**config.mk**
```make
export PLATFORM = sky130hd
export DESIGN_NAME = ctma_top
export DESIGN_NICKNAME = d
export VERILOG_FILES = /design/src/ctma_top.v
export VERILOG_INCLUDE_DIRS = /design/src
export SDC_FILE = /design/constraint.sdc
export NUM_CORES = 1
export LEC_CHECK = 0
export BUFFER_PORTS_ARGS = -buffer_cell sky130_fd_sc_hd__clkbuf_2
export CORE_MARGIN = 2
export CORE_UTILIZATION = 54
export CTS_BUF_LIST = sky130_fd_sc_hd__clkbuf_4
export DETAILED_ROUTE_END_ITERATION = 12
export PLACE_DENSITY = 0.91
export SETUP_SLACK_MARGIN = 0.05
export SLEW_MARGIN = 0
export SYNTH_ARGS = -nofsm -noshare
export SYNTH_HDL_FRONTEND = slang
export SYNTH_SLANG_ARGS = --single-unit
```
**constraint.sdc**
```tcl
create_clock -name mclk_i -period 4.81 [get_ports mclk_i]
set_clock_uncertainty 0.15 [all_clocks]
set_input_delay 0.2405 -clock mclk_i [delete_from_list [all_inputs] [get_ports mclk_i]]
set_output_delay 0.2405 -clock mclk_i [all_outputs]
set_load 0.03 [all_outputs]
```
**src/ctma_defs.vh**
```
// Register addresses, reset values and widths for the CAN timer and message access block
`ifndef CTMA_DEFS_VH
`define CTMA_DEFS_VH
// ----------------------------------------------------------------------
// Special function register addresses
// ----------------------------------------------------------------------
`define CTMA_ADDR_PRESCALE 8'hA1
`define CTMA_ADDR_MSG_DATA 8'hA3
`define CTMA_ADDR_TTC_LOW 8'hA4
`define CTMA_ADDR_TTC_HIGH 8'hA5
`define CTMA_ADDR_TIM_LOW 8'hAC
`define CTMA_ADDR_TIM_HIGH 8'hAD
`define CTMA_ADDR_STAMP_LOW 8'hAE
`define CTMA_ADDR_STAMP_HIGH 8'hAF
// ----------------------------------------------------------------------
// Reset values and constants
// ----------------------------------------------------------------------
`define CTMA_RST_BYTE 8'h00
`define CTMA_RST_WORD 16'h0000
`define CTMA_RST_IDX 3'h0
`define CTMA_IDX_STEP 3'h1
`define CTMA_CNT_STEP 8'h01
`define CTMA_WORD_STEP 16'h0001
`define CTMA_HI 15:8
`define CTMA_LO 7:0
`endif

```
**src/ctma_top.v**
```verilog
// CAN message timer, prescaler, stamp and message data window registers
`timescale 1ns/10ps
`include "ctma_defs.vh"

// How it works
// A byte window reads or writes one data byte of the selected message object.
// With auto-increment on, byte index advances after each window access without a same-cycle index load, wrapping 7 to 0.
// Eight-bit prescaler value 0..255 divides the clock of the whole 16-bit message timer.
// Timer high byte is read only; writes leave the count unchanged.
// Timer low byte is a separate read-only register.
// Reset clears message timer and scheduling timer byte registers to zero.
// Frame stamp high byte is read through a read-only register.
// Frame stamp low byte is read through a read-only register.
// Software must not assume window or stamp contents after reset.
// Scheduling timer high byte is read through a read-only register.
// Scheduling timer low byte is read through a read-only register.
module ctma_top #(
   parameter DATA_W = 8
) (
   // Clock and reset
   input wire mclk_i,
   input wire rst_i,
   // Special function register port
   input wire [7:0] sfr_addr_i,
   input wire [DATA_W-1:0] sfr_wdata_i,
   input wire sfr_wr_i,
   input wire sfr_rd_i,
   output reg [DATA_W-1:0] sfr_rdata_o,
   // Message object store, one byte per cycle
   input wire auto_inc_i,
   input wire idx_load_i,
   input wire [2:0] idx_val_i,
   input wire [DATA_W-1:0] msg_rdata_i,
   output reg [2:0] msg_idx_o,
   output reg [DATA_W-1:0] msg_wdata_o,
   output reg msg_wr_o,
   // Timer events and external timers
   input wire stamp_capture_i,
   input wire [15:0] sched_timer_value_i,
   output reg [15:0] message_timer_count_o
);

   // ----------------------------------------------------------------------
   // Address decode
   // ----------------------------------------------------------------------
   function hit;
      input [7:0] a;
      input [7:0] ref_a;
      begin
         hit = (a == ref_a);
      end
   endfunction

   wire win_acc = hit(sfr_addr_i, `CTMA_ADDR_MSG_DATA) & (sfr_wr_i | sfr_rd_i);

   // ----------------------------------------------------------------------
   // Prescaler and message timer
   // ----------------------------------------------------------------------
   reg [7:0] timer_divider_value_q;
   reg [7:0] presc_cnt_q;
   reg [15:0] tim_q;
   reg [15:0] frame_stamp_value_q;
   reg [15:0] sched_q;
   reg [2:0] idx_q;

   // prescaler divide
   wire presc_tick = (presc_cnt_q == timer_divider_value_q);

   always @(posedge mclk_i) begin
      if (rst_i) begin
         timer_divider_value_q <= `CTMA_RST_BYTE;
         presc_cnt_q <= `CTMA_RST_BYTE;
         // timers cleared
         tim_q <= `CTMA_RST_WORD;
         sched_q <= `CTMA_RST_WORD;
      end else begin
         if (sfr_wr_i && hit(sfr_addr_i, `CTMA_ADDR_PRESCALE))
            timer_divider_value_q <= sfr_wdata_i[7:0];
         // Divide by value plus one, so zero runs at the full clock
         if (presc_tick)
            presc_cnt_q <= `CTMA_RST_BYTE;
         else
            presc_cnt_q <= presc_cnt_q + `CTMA_CNT_STEP;
         // writes never touch count
         if (presc_tick)
            tim_q <= tim_q + `CTMA_WORD_STEP;
         sched_q <= sched_timer_value_i;
      end
   end

   // stamp has no reset value
   always @(posedge mclk_i) begin
      if (stamp_capture_i)
         frame_stamp_value_q <= tim_q;
   end

   // ----------------------------------------------------------------------
   // Message data window
   // ----------------------------------------------------------------------
   always @(posedge mclk_i) begin
      if (rst_i) begin
         idx_q <= `CTMA_RST_IDX;
         msg_wr_o <= 1'b0;
         msg_wdata_o <= {DATA_W{1'b0}};
      end else begin
         // window write
         msg_wr_o <= win_acc & sfr_wr_i;
         if (win_acc & sfr_wr_i)
            msg_wdata_o <= sfr_wdata_i;
         if (idx_load_i)
            idx_q <= idx_val_i;
         // cyclic auto-increment
         else if (win_acc && auto_inc_i)
            idx_q <= idx_q + `CTMA_IDX_STEP;
      end
   end

   // ----------------------------------------------------------------------
   // Read mux and registered outputs
   // ----------------------------------------------------------------------
   reg [7:0] rd_d;
   always @* begin
      rd_d = `CTMA_RST_BYTE;
      case (sfr_addr_i)
         `CTMA_ADDR_PRESCALE: rd_d = timer_divider_value_q;
         // window read
         `CTMA_ADDR_MSG_DATA: rd_d = msg_rdata_i[7:0];
         // scheduling low
         `CTMA_ADDR_TTC_LOW: rd_d = sched_q[`CTMA_LO];
         // scheduling high
         `CTMA_ADDR_TTC_HIGH: rd_d = sched_q[`CTMA_HI];
         // timer low
         `CTMA_ADDR_TIM_LOW: rd_d = tim_q[`CTMA_LO];
         // timer high
         `CTMA_ADDR_TIM_HIGH: rd_d = tim_q[`CTMA_HI];
         // stamp low
         `CTMA_ADDR_STAMP_LOW: rd_d = frame_stamp_value_q[`CTMA_LO];
         // stamp high
         `CTMA_ADDR_STAMP_HIGH: rd_d = frame_stamp_value_q[`CTMA_HI];
         default: rd_d = `CTMA_RST_BYTE;
      endcase
   end

   always @(posedge mclk_i) begin
      if (rst_i) begin
         sfr_rdata_o <= {DATA_W{1'b0}};
         msg_idx_o <= `CTMA_RST_IDX;
         message_timer_count_o <= `CTMA_RST_WORD;
      end else begin
         if (sfr_rd_i)
            sfr_rdata_o <= rd_d;
         msg_idx_o <= idx_q;
         message_timer_count_o <= tim_q;
      end
   end

endmodule // ctma_top

```
==> run_results.csv, run 1 <==
group,metric,value,unit
route,drt-total-wl,10.6,mm
global_route,grt_start_max_net_pins,54,
yosys,synthDominantCellAreaShare,41.8,%
critical_path,critPathArrivalTime,2.62,ns
critical_path,cp_slowest_cell,"nor4_2",
yosys,netlist_area,4170,um^2
timing,max_slew_margin,57.0,%
critical_path,crit_chain,"xor2_1 > nor4_2 > and2_1 > and4_1 > mux2_1",
place,gp_congestion,0.908,
place,dp_cells,565,
cells_and_area,insertedDiodeCount,0,
clocking,cts_tree,"yes",
yosys,ys_warn_count,0,
floorplanning,die-area,8440,um^2
route,drc,0,
yosys,synth_edf_count,16,
timing,worst_slack,2.38,ns
cells_and_area,final_cells,611,
pwr,pwr-share-clk,29.8,%
pwr,peakVddDrop,115,uV
timing,period_share,50.4,%
cells_and_area,nets,557,
pwr,combPwrFrac,8.9,%
critical_path,crit_required,5.00,ns
timing,tightestPinTransition,0.646,ns
timing,setup_tns,0,ns
critical_path,cp-start-kind,"flop",
clocking,hold_buffers,30,
timing,drv_slew,0,
pwr,leakage,2.27,nW
timing,rsz0062_at_grt,"no",
floorplanning,fp-row-count,32,
yosys,ys_async_sr_fraction,0,%
yosys,yosys-top-cells-area,"dfxtp_1 42%, edfxtp_1 12%, mux2i_1 7.9%, nor2b_1 5.3%, nor2_1 4.1%",
clocking,postCtsSetupRepairBufs,0,
yosys,ys_ff_latch,103,
yosys,synth_most_common_cell,"dfxtp_1",
clocking,h-tree-depth,3,
route,drt-wirelength-per-cell,17.3,um
clocking,cts_resized,0,
critical_path,critPathCaptureType,"flop",
pwr,swShare,24.4,%
yosys,syn_inst,397,
clocking,clock_latency,0.45,ns
pwr,power.total,1.48,mW
clocking,cts_buffer_depth,2,
place,hpwlAfterDp,7.22,mm
pwr,switchingPower,361,uW
clocking,clockRootBuffer,"clkbuf_4",
timing,max_freq,0.412,GHz
yosys,synth_area_per_cell,10.5,um^2
critical_path,cp_max_fo,11,
pwr,powerDensity,291,nW/um^2
route,num_vias,3525,
place,place_ws,2.46,ns
critical_path,crit_family,"simple AND/OR/NAND/NOR gates",
critical_path,max_stage_delay,0.59,ns
critical_path,crit_buf_inv,0,
pwr,seqPwrFrac,61.3,%
global_route,grt_pass1_vias,3463,
hold_path,min_path_type,"in2reg",
floorplanning,fp.dieH,91.9,um
cells_and_area,seq_area,2220,um^2
job,maxCapViolCount,0,
cells_and_area,drive_above_1_share,21.8,%
pwr,p_int,1.12,mW
clocking,cts.sinks,103,
run_status,status,"complete, no violations",
route,drt_iter0_drc,376,
route,ant_nets,0,
cells_and_area,fillCellCount,548,
yosys,yosysSeqAreaShare,53.3,%
route,firstDrtPassIters,7,
floorplanning,num_io_pins,86,
place,port_buffers,85,
yosys,synth_top_area_cell,"dfxtp_1",
timing,hold_viol,0,
clocking,numCtsBuffers,9,
global_route,grt_antenna_before_repair,0,
yosys,synth_cell_type_count,36,
floorplanning,die_w,91.9,um
yosys,synthFlopType,"dfxtp_1",
cells_and_area,fin_util,66.8,%
clocking,clkSlewWorstSetupHoldPaths,0.16,ns
floorplanning,core_area,7610,um^2
yosys,syn_nets,450,
timing,setup_viol,0,
critical_path,worstSetupPathType,"reg2reg",
cells_and_area,multi_input_area,1840,um^2
yosys,synth_common_cells,"87 x dfxtp_1, 46 x nor2_1, 35 x nor2b_1",
route,via_per_inst,5.77,
floorplanning,start_util,54.8,%
global_route,grt_pass1_wl,17.1,mm
global_route,track_usage,25.8,%
timing,period_minus_slack,2.43,ns
global_route,grt-ovfl-total,0,
cells_and_area,area_growth,21.9,%
[kinds of logic after synthesis]
logic type	count (synthesis)	synth area share, %
muxes	51	12.8
and+or+nand+nor	155	19.5
xor gates and xnor gates	20	4.20
DFF	103	53.3
AOI/OAI and AO/OA	40	6.78
buffers and inverters	25	2.55
adders and majority gates	3	0.900
[through the flow]
| step | cell area [um^2] | hold WS (ns) |
|---|---|---|
| 2_1_floorplan | 4170 | 0.171 |
| 3_3_place_gp | 4640 | 0.291 |
| 3_5_place_dp | 4640 | 0.299 |
| 4_1_cts | 5080 | 0.00342 |
| 5_1_grt | 5080 | 0.0435 |
| 6_report | 5080 | 0.0309 |
[flip-flops by register name, summed over array words and instances (netlist names), 8 cells and up]
register and cells:
sched_q 16, msg_wdata_o 8, sfr_rdata_o 8, message_timer_count_o 16, presc_cnt_q 8, timer_divider_value_q 8, frame_stamp_value_q 16, tim_q 16
[layout by cell type, fill, tap and decap left out, drive strengths merged, types with 2 or more instances in the layout]
cell / n
clkbuf: 94
dfxtp: 87
nor2: 46
nor2b: 35
mux2i: 33
dlygate4sd3: 30
nand2: 19
nand3: 18
mux2: 18
xor2: 17
edfxtp: 16
nand4: 14
a21oi: 12
o21ai: 9
o32a: 7
a222oi: 7
inv: 7
and3: 6
and4: 3
nor3: 3
xnor2: 3
and2: 3
ha: 3
clkinv: 3
o21a: 2
nand2b: 2
nor4: 2
[per-layer routing]
| layer | up-vias | part of all wire [%] | global-route usage, % |
|---|---|---|---|
| li1 | 1617 | - | - |
| met5 | - | 0 | 0 |
| met4 | 0 | 4.2 | 13.4 |
| met2 | 231 | 49 | 42.8 |
| met1 | 1622 | 39 | 32.8 |
| met3 | 55 | 7.4 | 3.62 |
[power by group through the flow]
stage | Combinational [mW] | Clock, mW | Sequential, mW
global placement | 0.105 | 0 | 0.924
floorplan | 0.0612 | 0 | 0.926
global route | 0.142 | 0.484 | 0.909
finish | 0.132 | 0.440 | 0.907
detailed placement | 0.108 | 0 | 0.926
CTS | 0.129 | 0.443 | 0.907
[worst min-delay path, delay by kind of cell]
kind | cells | cell delay [ns]
and+or+nand+nor | 1 | 0.08
buffers and inverters | 1 | 0.08
AOI/OAI and AO/OA | 1 | 0.05
muxes | 1 | 0.14
[cell type report]
cell class                      instances  area share, %
Timing Repair Buffer                  116           14.4
Tap cell                              102           2.51
Inverter                                5          0.369
Multi-Input combinational cell        269           36.2
Sequential cell                       103           43.7
Clock inverter                          7           1.40
Clock buffer                            9           1.33
[final timing paths]
kind | from | end | slack (ns) | cells after the start
worst min register to register | msg_wdata_o[5] | msg_wdata_o[5] | 0.32 | 2
worst min-delay path | msg_rdata_i[1] | sfr_rdata_o[1] | 0.03 | 4
worst max-delay path | timer_divider_value_q[6] | tim_q[15] | 2.38 | 5
worst max register to register | timer_divider_value_q[6] | tim_q[15] | 2.38 | 5
Power figures use the tool's default switching activity.
==> run 2: changes to the inputs <==
--- a/config.mk
+++ b/config.mk
@@ -6,12 +6,13 @@
 export SDC_FILE = /design/constraint.sdc
 export NUM_CORES = 1
 export LEC_CHECK = 0
+export ABC_AREA = 1
 export BUFFER_PORTS_ARGS = -buffer_cell sky130_fd_sc_hd__clkbuf_2
 export CORE_MARGIN = 2
 export CORE_UTILIZATION = 54
 export CTS_BUF_LIST = sky130_fd_sc_hd__clkbuf_4
 export DETAILED_ROUTE_END_ITERATION = 12
-export PLACE_DENSITY = 0.91
+export PLACE_DENSITY = 0.9
 export SETUP_SLACK_MARGIN = 0.05
 export SLEW_MARGIN = 0
 export SYNTH_ARGS = -nofsm -noshare
==> constraint.sdc (replaced) <==
create_clock -name mclk_i -period 2.4 [get_ports mclk_i]
set_clock_uncertainty 0.15 [all_clocks]
set_input_delay 0.12 -clock mclk_i [delete_from_list [all_inputs] [get_ports mclk_i]]
set_output_delay 0.12 -clock mclk_i [all_outputs]
set_load 0.03 [all_outputs]
==> run_results.csv, run 2 <==
group,metric,value,unit
run_status,status,"complete, no violations",
critical_path,cp_max_fo,4,
timing,max_slew_margin,35.5,%
critical_path,cp_slowest_cell,"dlygate4sd3_1",
critical_path,crit_chain,"dlygate4sd3_1 > clkbuf_2 > inv_1 > o21ai_0 > dlygate4sd3_1 > a21oi_1 > dlygate4sd3_1",
cells_and_area,area_growth,22.1,%
critical_path,cpMostUsedCell,"dlygate4sd3_1",
yosys,synth_edf_count,16,
critical_path,cp-start-kind,"input pin",
critical_path,crit_buf_inv,5,
critical_path,max_stage_delay,0.60,ns
global_route,grt_antenna_before_repair,1,
clocking,numCtsBuffers,9,
yosys,synth_cell_type_count,31,
yosys,synth_most_common_cell,"nand2_1",
yosys,yosysSeqAreaShare,49.1,%
cells_and_area,fillCellCount,640,
cells_and_area,final_common_cell,"nand2_1",
yosys,synth_top_area_cell,"dfxtp_1",
yosys,ys_ff_latch,103,
route,drt-total-wl,12.1,mm
route,drt-wirelength-per-cell,14.9,um
job,maxCapViolCount,0,
clocking,clock_latency,0.48,ns
clocking,cts_tree,"yes",
timing,drv_slew,0,
timing,setup_tns,0,ns
timing,period_share,83.8,%
yosys,synthFlopType,"dfxtp_1",
timing,setup_viol,0,
route,ant_nets,0,
yosys,netlist_area,4530,um^2
critical_path,crit_required,2.69,ns
critical_path,crit_family,"buffers and inverters",
yosys,yosys-top-cells-area,"dfxtp_1 38%, edfxtp_1 11%, nand2_1 10%, nand3_1 8.1%, nor2_1 6.7%",
cells_and_area,drive_above_1_share,18.0,%
pwr,powerDensity,526,nW/um^2
global_route,grt-ovfl-total,0,
clocking,clockRootBuffer,"clkbuf_4",
global_route,grt_pass1_vias,4126,
global_route,grt_start_max_net_pins,53,
critical_path,worstSetupPathType,"in2reg",
route,drc,0,
route,firstDrtPassIters,6,
route,via_per_inst,5.43,
clocking,h-tree-depth,3,
pwr,peakVddDrop,354,uV
place,place_ws,0.628,ns
global_route,track_usage,27.0,%
place,hpwlAfterDp,7.62,mm
floorplanning,die-area,9130,um^2
timing,rsz0062_at_grt,"no",
hold_path,min_path_type,"in2reg",
timing,tightestPinTransition,0.965,ns
floorplanning,num_io_pins,86,
clocking,cts_resized,0,
timing,hold_viol,0,
yosys,syn_inst,586,
floorplanning,fp.dieH,95.5,um
timing,max_freq,0.497,GHz
clocking,cts_buffer_depth,2,
clocking,cts.sinks,103,
floorplanning,start_util,55.4,%
timing,period_minus_slack,2.01,ns
critical_path,critPathArrivalTime,2.30,ns
yosys,synth_common_cells,"121 x nand2_1, 87 x dfxtp_1, 81 x nor2_1",
timing,worst_slack,0.388,ns
pwr,leakage,2.49,nW
cells_and_area,layout_common_cells,"121 x nand2_1, 87 x dfxtp_1, 85 x clkbuf_2",
route,num_vias,4406,
route,drt_iter0_drc,318,
yosys,syn_nets,639,
floorplanning,fp-row-count,33,
critical_path,critPathCaptureType,"flop",
yosys,synth_area_per_cell,7.72,um^2
clocking,clkSlewWorstSetupHoldPaths,0.18,ns
yosys,synthDominantCellAreaShare,38.5,%
yosys,ys_async_sr_fraction,0,%
cells_and_area,nets,755,
clocking,postCtsSetupRepairBufs,0,
yosys,ys_warn_count,0,
clocking,hold_buffers,39,
place,port_buffers,85,
floorplanning,die_w,95.5,um
global_route,grt_pass1_wl,19.1,mm
place,gp_congestion,0.926,
floorplanning,core_area,8180,um^2
==> run 2: cell count changes after synthesis, sizes merged, moves of 10 or more <==
| cell | previous run | this run |
|---|---|---|
| nor2b | 35 | 1 |
| mux2i | 33 | 0 |
| o21ai | 9 | 19 |
| nand3 | 18 | 76 |
| a21oi | 12 | 41 |
| nor2 | 46 | 87 |
| mux2 | 18 | 0 |
| inv | 5 | 64 |
| nand2 | 19 | 124 |
==> run 2: power breakdown <==
part	total [mW]	leakage [nW]	switching [mW]	internal, mW
sequential	1.83	0.872	0.0290	1.80
combinational	0.255	1.55	0.146	0.109
clock	0.825	0.0691	0.598	0.227
total	2.91	2.49	0.773	2.13
==> run 2: cell families (layout without fill, tap and decap cells) <==
| logic type | Yosys count | count (layout) | synth area share [%] |
|---|---|---|---|
| xor+xnor | 23 | 23 | 4.45 |
| compound gates | 62 | 62 | 7.71 |
| buf+inv | 86 | 206 | 7.74 |
| fa+ha+maj | 3 | 3 | 0.830 |
| other cells | 0 | 1 | 0 |
| flops | 103 | 103 | 49.1 |
| simple gates | 309 | 309 | 30.2 |
==> run 2: worst reg2reg max path, stage by stage (launching register included) <==
cell and delay, ns:
dfxtp_1 0.49, xor2_1 0.17, nor2_2 0.22, nand4_4 0.30, nand2_1 0.35, nor2_1 0.10
==> run 2: worst paths after layout <==
path	from	to	slack, ns	cells past startpoint
worst max-delay path	idx_load_i	idx_q[0]	0.39	7
worst min-delay path	stamp_capture_i	frame_stamp_value_q[7]	0.02	1
worst max register to register	timer_divider_value_q[1]	presc_cnt_q[7]	0.51	5
worst min register to register	msg_wdata_o[7]	msg_wdata_o[7]	0.31	2
==> run 2: area by class of cell <==
cell class	instances	area [um^2]	share of cell area (%)
Clock buffer	9	67.6	1.22
Timing Repair Buffer	127	851	15.4
Clock inverter	6	51.3	0.929
Sequential cell	103	2220	40.2
Multi-Input combinational cell	397	1960	35.4
Antenna cell	1	2.50	0.0453
Tap cell	105	131	2.38
Inverter	64	240	4.35
==> run 2: per-layer routing <==
metal	global-route usage [%]	share of wire, %	vias to the layer above
li1	-	-	2102
met1	31.6	39	2026
met2	47.1	49	229
met3	6.40	7.7	49
met4	11.4	4.2	0
met5	0	0	-
==> run 2: per-stage QoR <==
| stage | hold slack [ns] | total power [mW] | util [%] | instance area, um^2 | instances |
|---|---|---|---|---|---|
| 6_report | 0.0186 | 2.91 | 67.6 | 5520 | 812 |
| 3_3_place_gp | 0.166 | 2.05 | 61.3 | 5010 | 757 |
| 2_1_floorplan | 0.0770 | 1.98 | - | 4530 | 586 |
| 4_1_cts | 0.00875 | 2.91 | 67.5 | 5520 | 811 |
| 5_1_grt | 0.0223 | 3.01 | 67.6 | 5520 | 812 |
| 3_5_place_dp | 0.166 | 2.06 | 61.3 | 5010 | 757 |
==> run 3: changes to the inputs <==
--- a/config.mk
+++ b/config.mk
@@ -6,13 +6,13 @@
 export SDC_FILE = /design/constraint.sdc
 export NUM_CORES = 1
 export LEC_CHECK = 0
-export ABC_AREA = 1
+export ABC_AREA = 0
 export BUFFER_PORTS_ARGS = -buffer_cell sky130_fd_sc_hd__clkbuf_2
 export CORE_MARGIN = 2
 export CORE_UTILIZATION = 54
 export CTS_BUF_LIST = sky130_fd_sc_hd__clkbuf_4
 export DETAILED_ROUTE_END_ITERATION = 12
-export PLACE_DENSITY = 0.9
+export PLACE_DENSITY = 0.91
 export SETUP_SLACK_MARGIN = 0.05
 export SLEW_MARGIN = 0
 export SYNTH_ARGS = -nofsm -noshare
==> constraint.sdc (replaced) <==
create_clock -name mclk_i -period 2.1 [get_ports mclk_i]
set_clock_uncertainty 0.15 [all_clocks]
set_input_delay 0.105 -clock mclk_i [delete_from_list [all_inputs] [get_ports mclk_i]]
set_output_delay 0.105 -clock mclk_i [all_outputs]
set_load 0.03 [all_outputs]
==> run_results.csv, run 3 (same netlist as run 1, synthesis figures left out) <==
group,metric,value,unit
timing,setup_tns,0,ns
critical_path,cp-start-kind,"flop",
pwr,leakage,2.38,nW
route,firstDrtPassIters,8,
cells_and_area,insertedDiodeCount,0,
critical_path,reg2reg_depth,6,
global_route,grt_antenna_before_repair,0,
timing,period_share,98.3,%
clocking,cts_tree,"yes",
timing,setup_viol,0,
global_route,grt_start_max_net_pins,32,
timing,tightestPinTransition,0.670,ns
clocking,numCtsBuffers,9,
place,placed_area,4730,um^2
clocking,clkSlewWorstSetupHoldPaths,0.15,ns
timing,fin_hold_ws,0.0273,ns
critical_path,cp_max_fo,8,
route,drc,0,
route,drt_iter0_drc,631,
clocking,cts.sinks,103,
place,dp_cells,575,
clocking,clockRootBuffer,"clkbuf_4",
global_route,grt_pass1_vias,3658,
pwr,power.total,3.45,mW
route,drt-total-wl,11.8,mm
cells_and_area,fin_util,69.7,%
timing,max_freq,0.484,GHz
route,via_per_inst,6.01,
cells_and_area,final_common_cell,"clkbuf_2",
clocking,cts_buffer_depth,2,
pwr,peakVddDrop,323,uV
floorplanning,num_io_pins,86,
clocking,clock_latency,0.47,ns
critical_path,rrSetupSlack,0.04,ns
floorplanning,core_area,7610,um^2
timing,period_minus_slack,2.06,ns
timing,max_slew_margin,55.2,%
clocking,h-tree-depth,3,
cells_and_area,final_area,5310,um^2
timing,worst_slack,0.0358,ns
hold_path,min_from,"stamp_capture_i",
critical_path,worstSetupPathType,"reg2reg",
cells_and_area,final_cells,633,
floorplanning,fp-row-count,32,
timing,rsz0062_at_grt,"no",
global_route,grt-ovfl-total,0,
route,ant_nets,0,
cells_and_area,layout_common_cells,"85 x clkbuf_2, 82 x dfxtp_1, 46 x nor2_1",
cells_and_area,nets,579,
place,hpwlAfterDp,7.17,mm
job,maxCapViolCount,0,
pwr,powerDensity,651,nW/um^2
critical_path,critPathCaptureType,"flop",
timing,drv_slew,0,
route,num_vias,3802,
cells_and_area,drive_above_1_share,24.1,%
hold_path,min_path_type,"in2reg",
floorplanning,fp.dieH,91.9,um
hold_path,min_path_cells,1,
floorplanning,die-area,8440,um^2
run_status,status,"complete, no violations",
place,gp_congestion,0.904,
global_route,track_usage,28.3,%
critical_path,r2r_end,"tim_q[7]",
critical_path,timing.rr.start,"timer_divider_value_q[6]",
place,port_buffers,85,
timing,hold_viol,0,
floorplanning,start_util,54.8,%
critical_path,crit_required,2.30,ns
cells_and_area,area_growth,27.3,%
global_route,grt_pass1_wl,18.5,mm
hold_path,worstHoldEndpoint,"frame_stamp_value_q[8]",
floorplanning,die_w,91.9,um
place,place_ws,-0.0446,ns
critical_path,critPathArrivalTime,2.26,ns
route,drt-wirelength-per-cell,18.6,um
-- run 3: repair_timing --
item                                    CTS  global route
setup buffers                             0             1
endpoints found under the setup margin    7             6
hold endpoints to repair                 44             0
pin swaps                                 0             2
hold buffers                             42             0
resized for setup                         2             9
-- run 3: power by group --
part | total, mW | switching, mW | internal [mW]
combinational | 0.338 | 0.173 | 0.165
clock | 1.04 | 0.638 | 0.402
sequential | 2.08 | 0.0275 | 2.05
-- run 3: worst max-delay path, stage by stage, from the launching register on --
cell	delay (ns)
dfxtp_1	0.37
xor2_1	0.18
nor4_2	0.39
and2_4	0.28
buf_4	0.14
nand4_1	0.11
mux2_1	0.33
-- run 3: how the worst max path moves through the flow --
stage	from	endpoint	slack, ns
after floorplan	presc_cnt_q[1]	tim_q[3]	0.13
after global placement	presc_cnt_q[1]	tim_q[12]	0.08
after detailed placement	presc_cnt_q[1]	tim_q[7]	-0.04
after CTS	tim_q[6]	sfr_rdata_o[6]	0.08
after global routing	timer_divider_value_q[6]	tim_q[7]	0.01
final	timer_divider_value_q[6]	tim_q[7]	0.04
-- run 3: layer usage --
metal  global-route usage, %  part of all wire, %  routed length [um]
met5                       0                    0                   0
met4                    19.9                  7.2                 848
met3                    4.68                  9.4                1100
met2                    45.8                   47                5550
met1                    34.2                   36                4290
-- run 3: final cells by class --
type	count	area (um^2)
tap	102	128
multi-input combinational	269	1850
clock buffer	12	90.1
fill	534	2300
sequential	103	2230
inverter	5	18.8
timing repair buffer	138	938
clock inverter	4	46.3
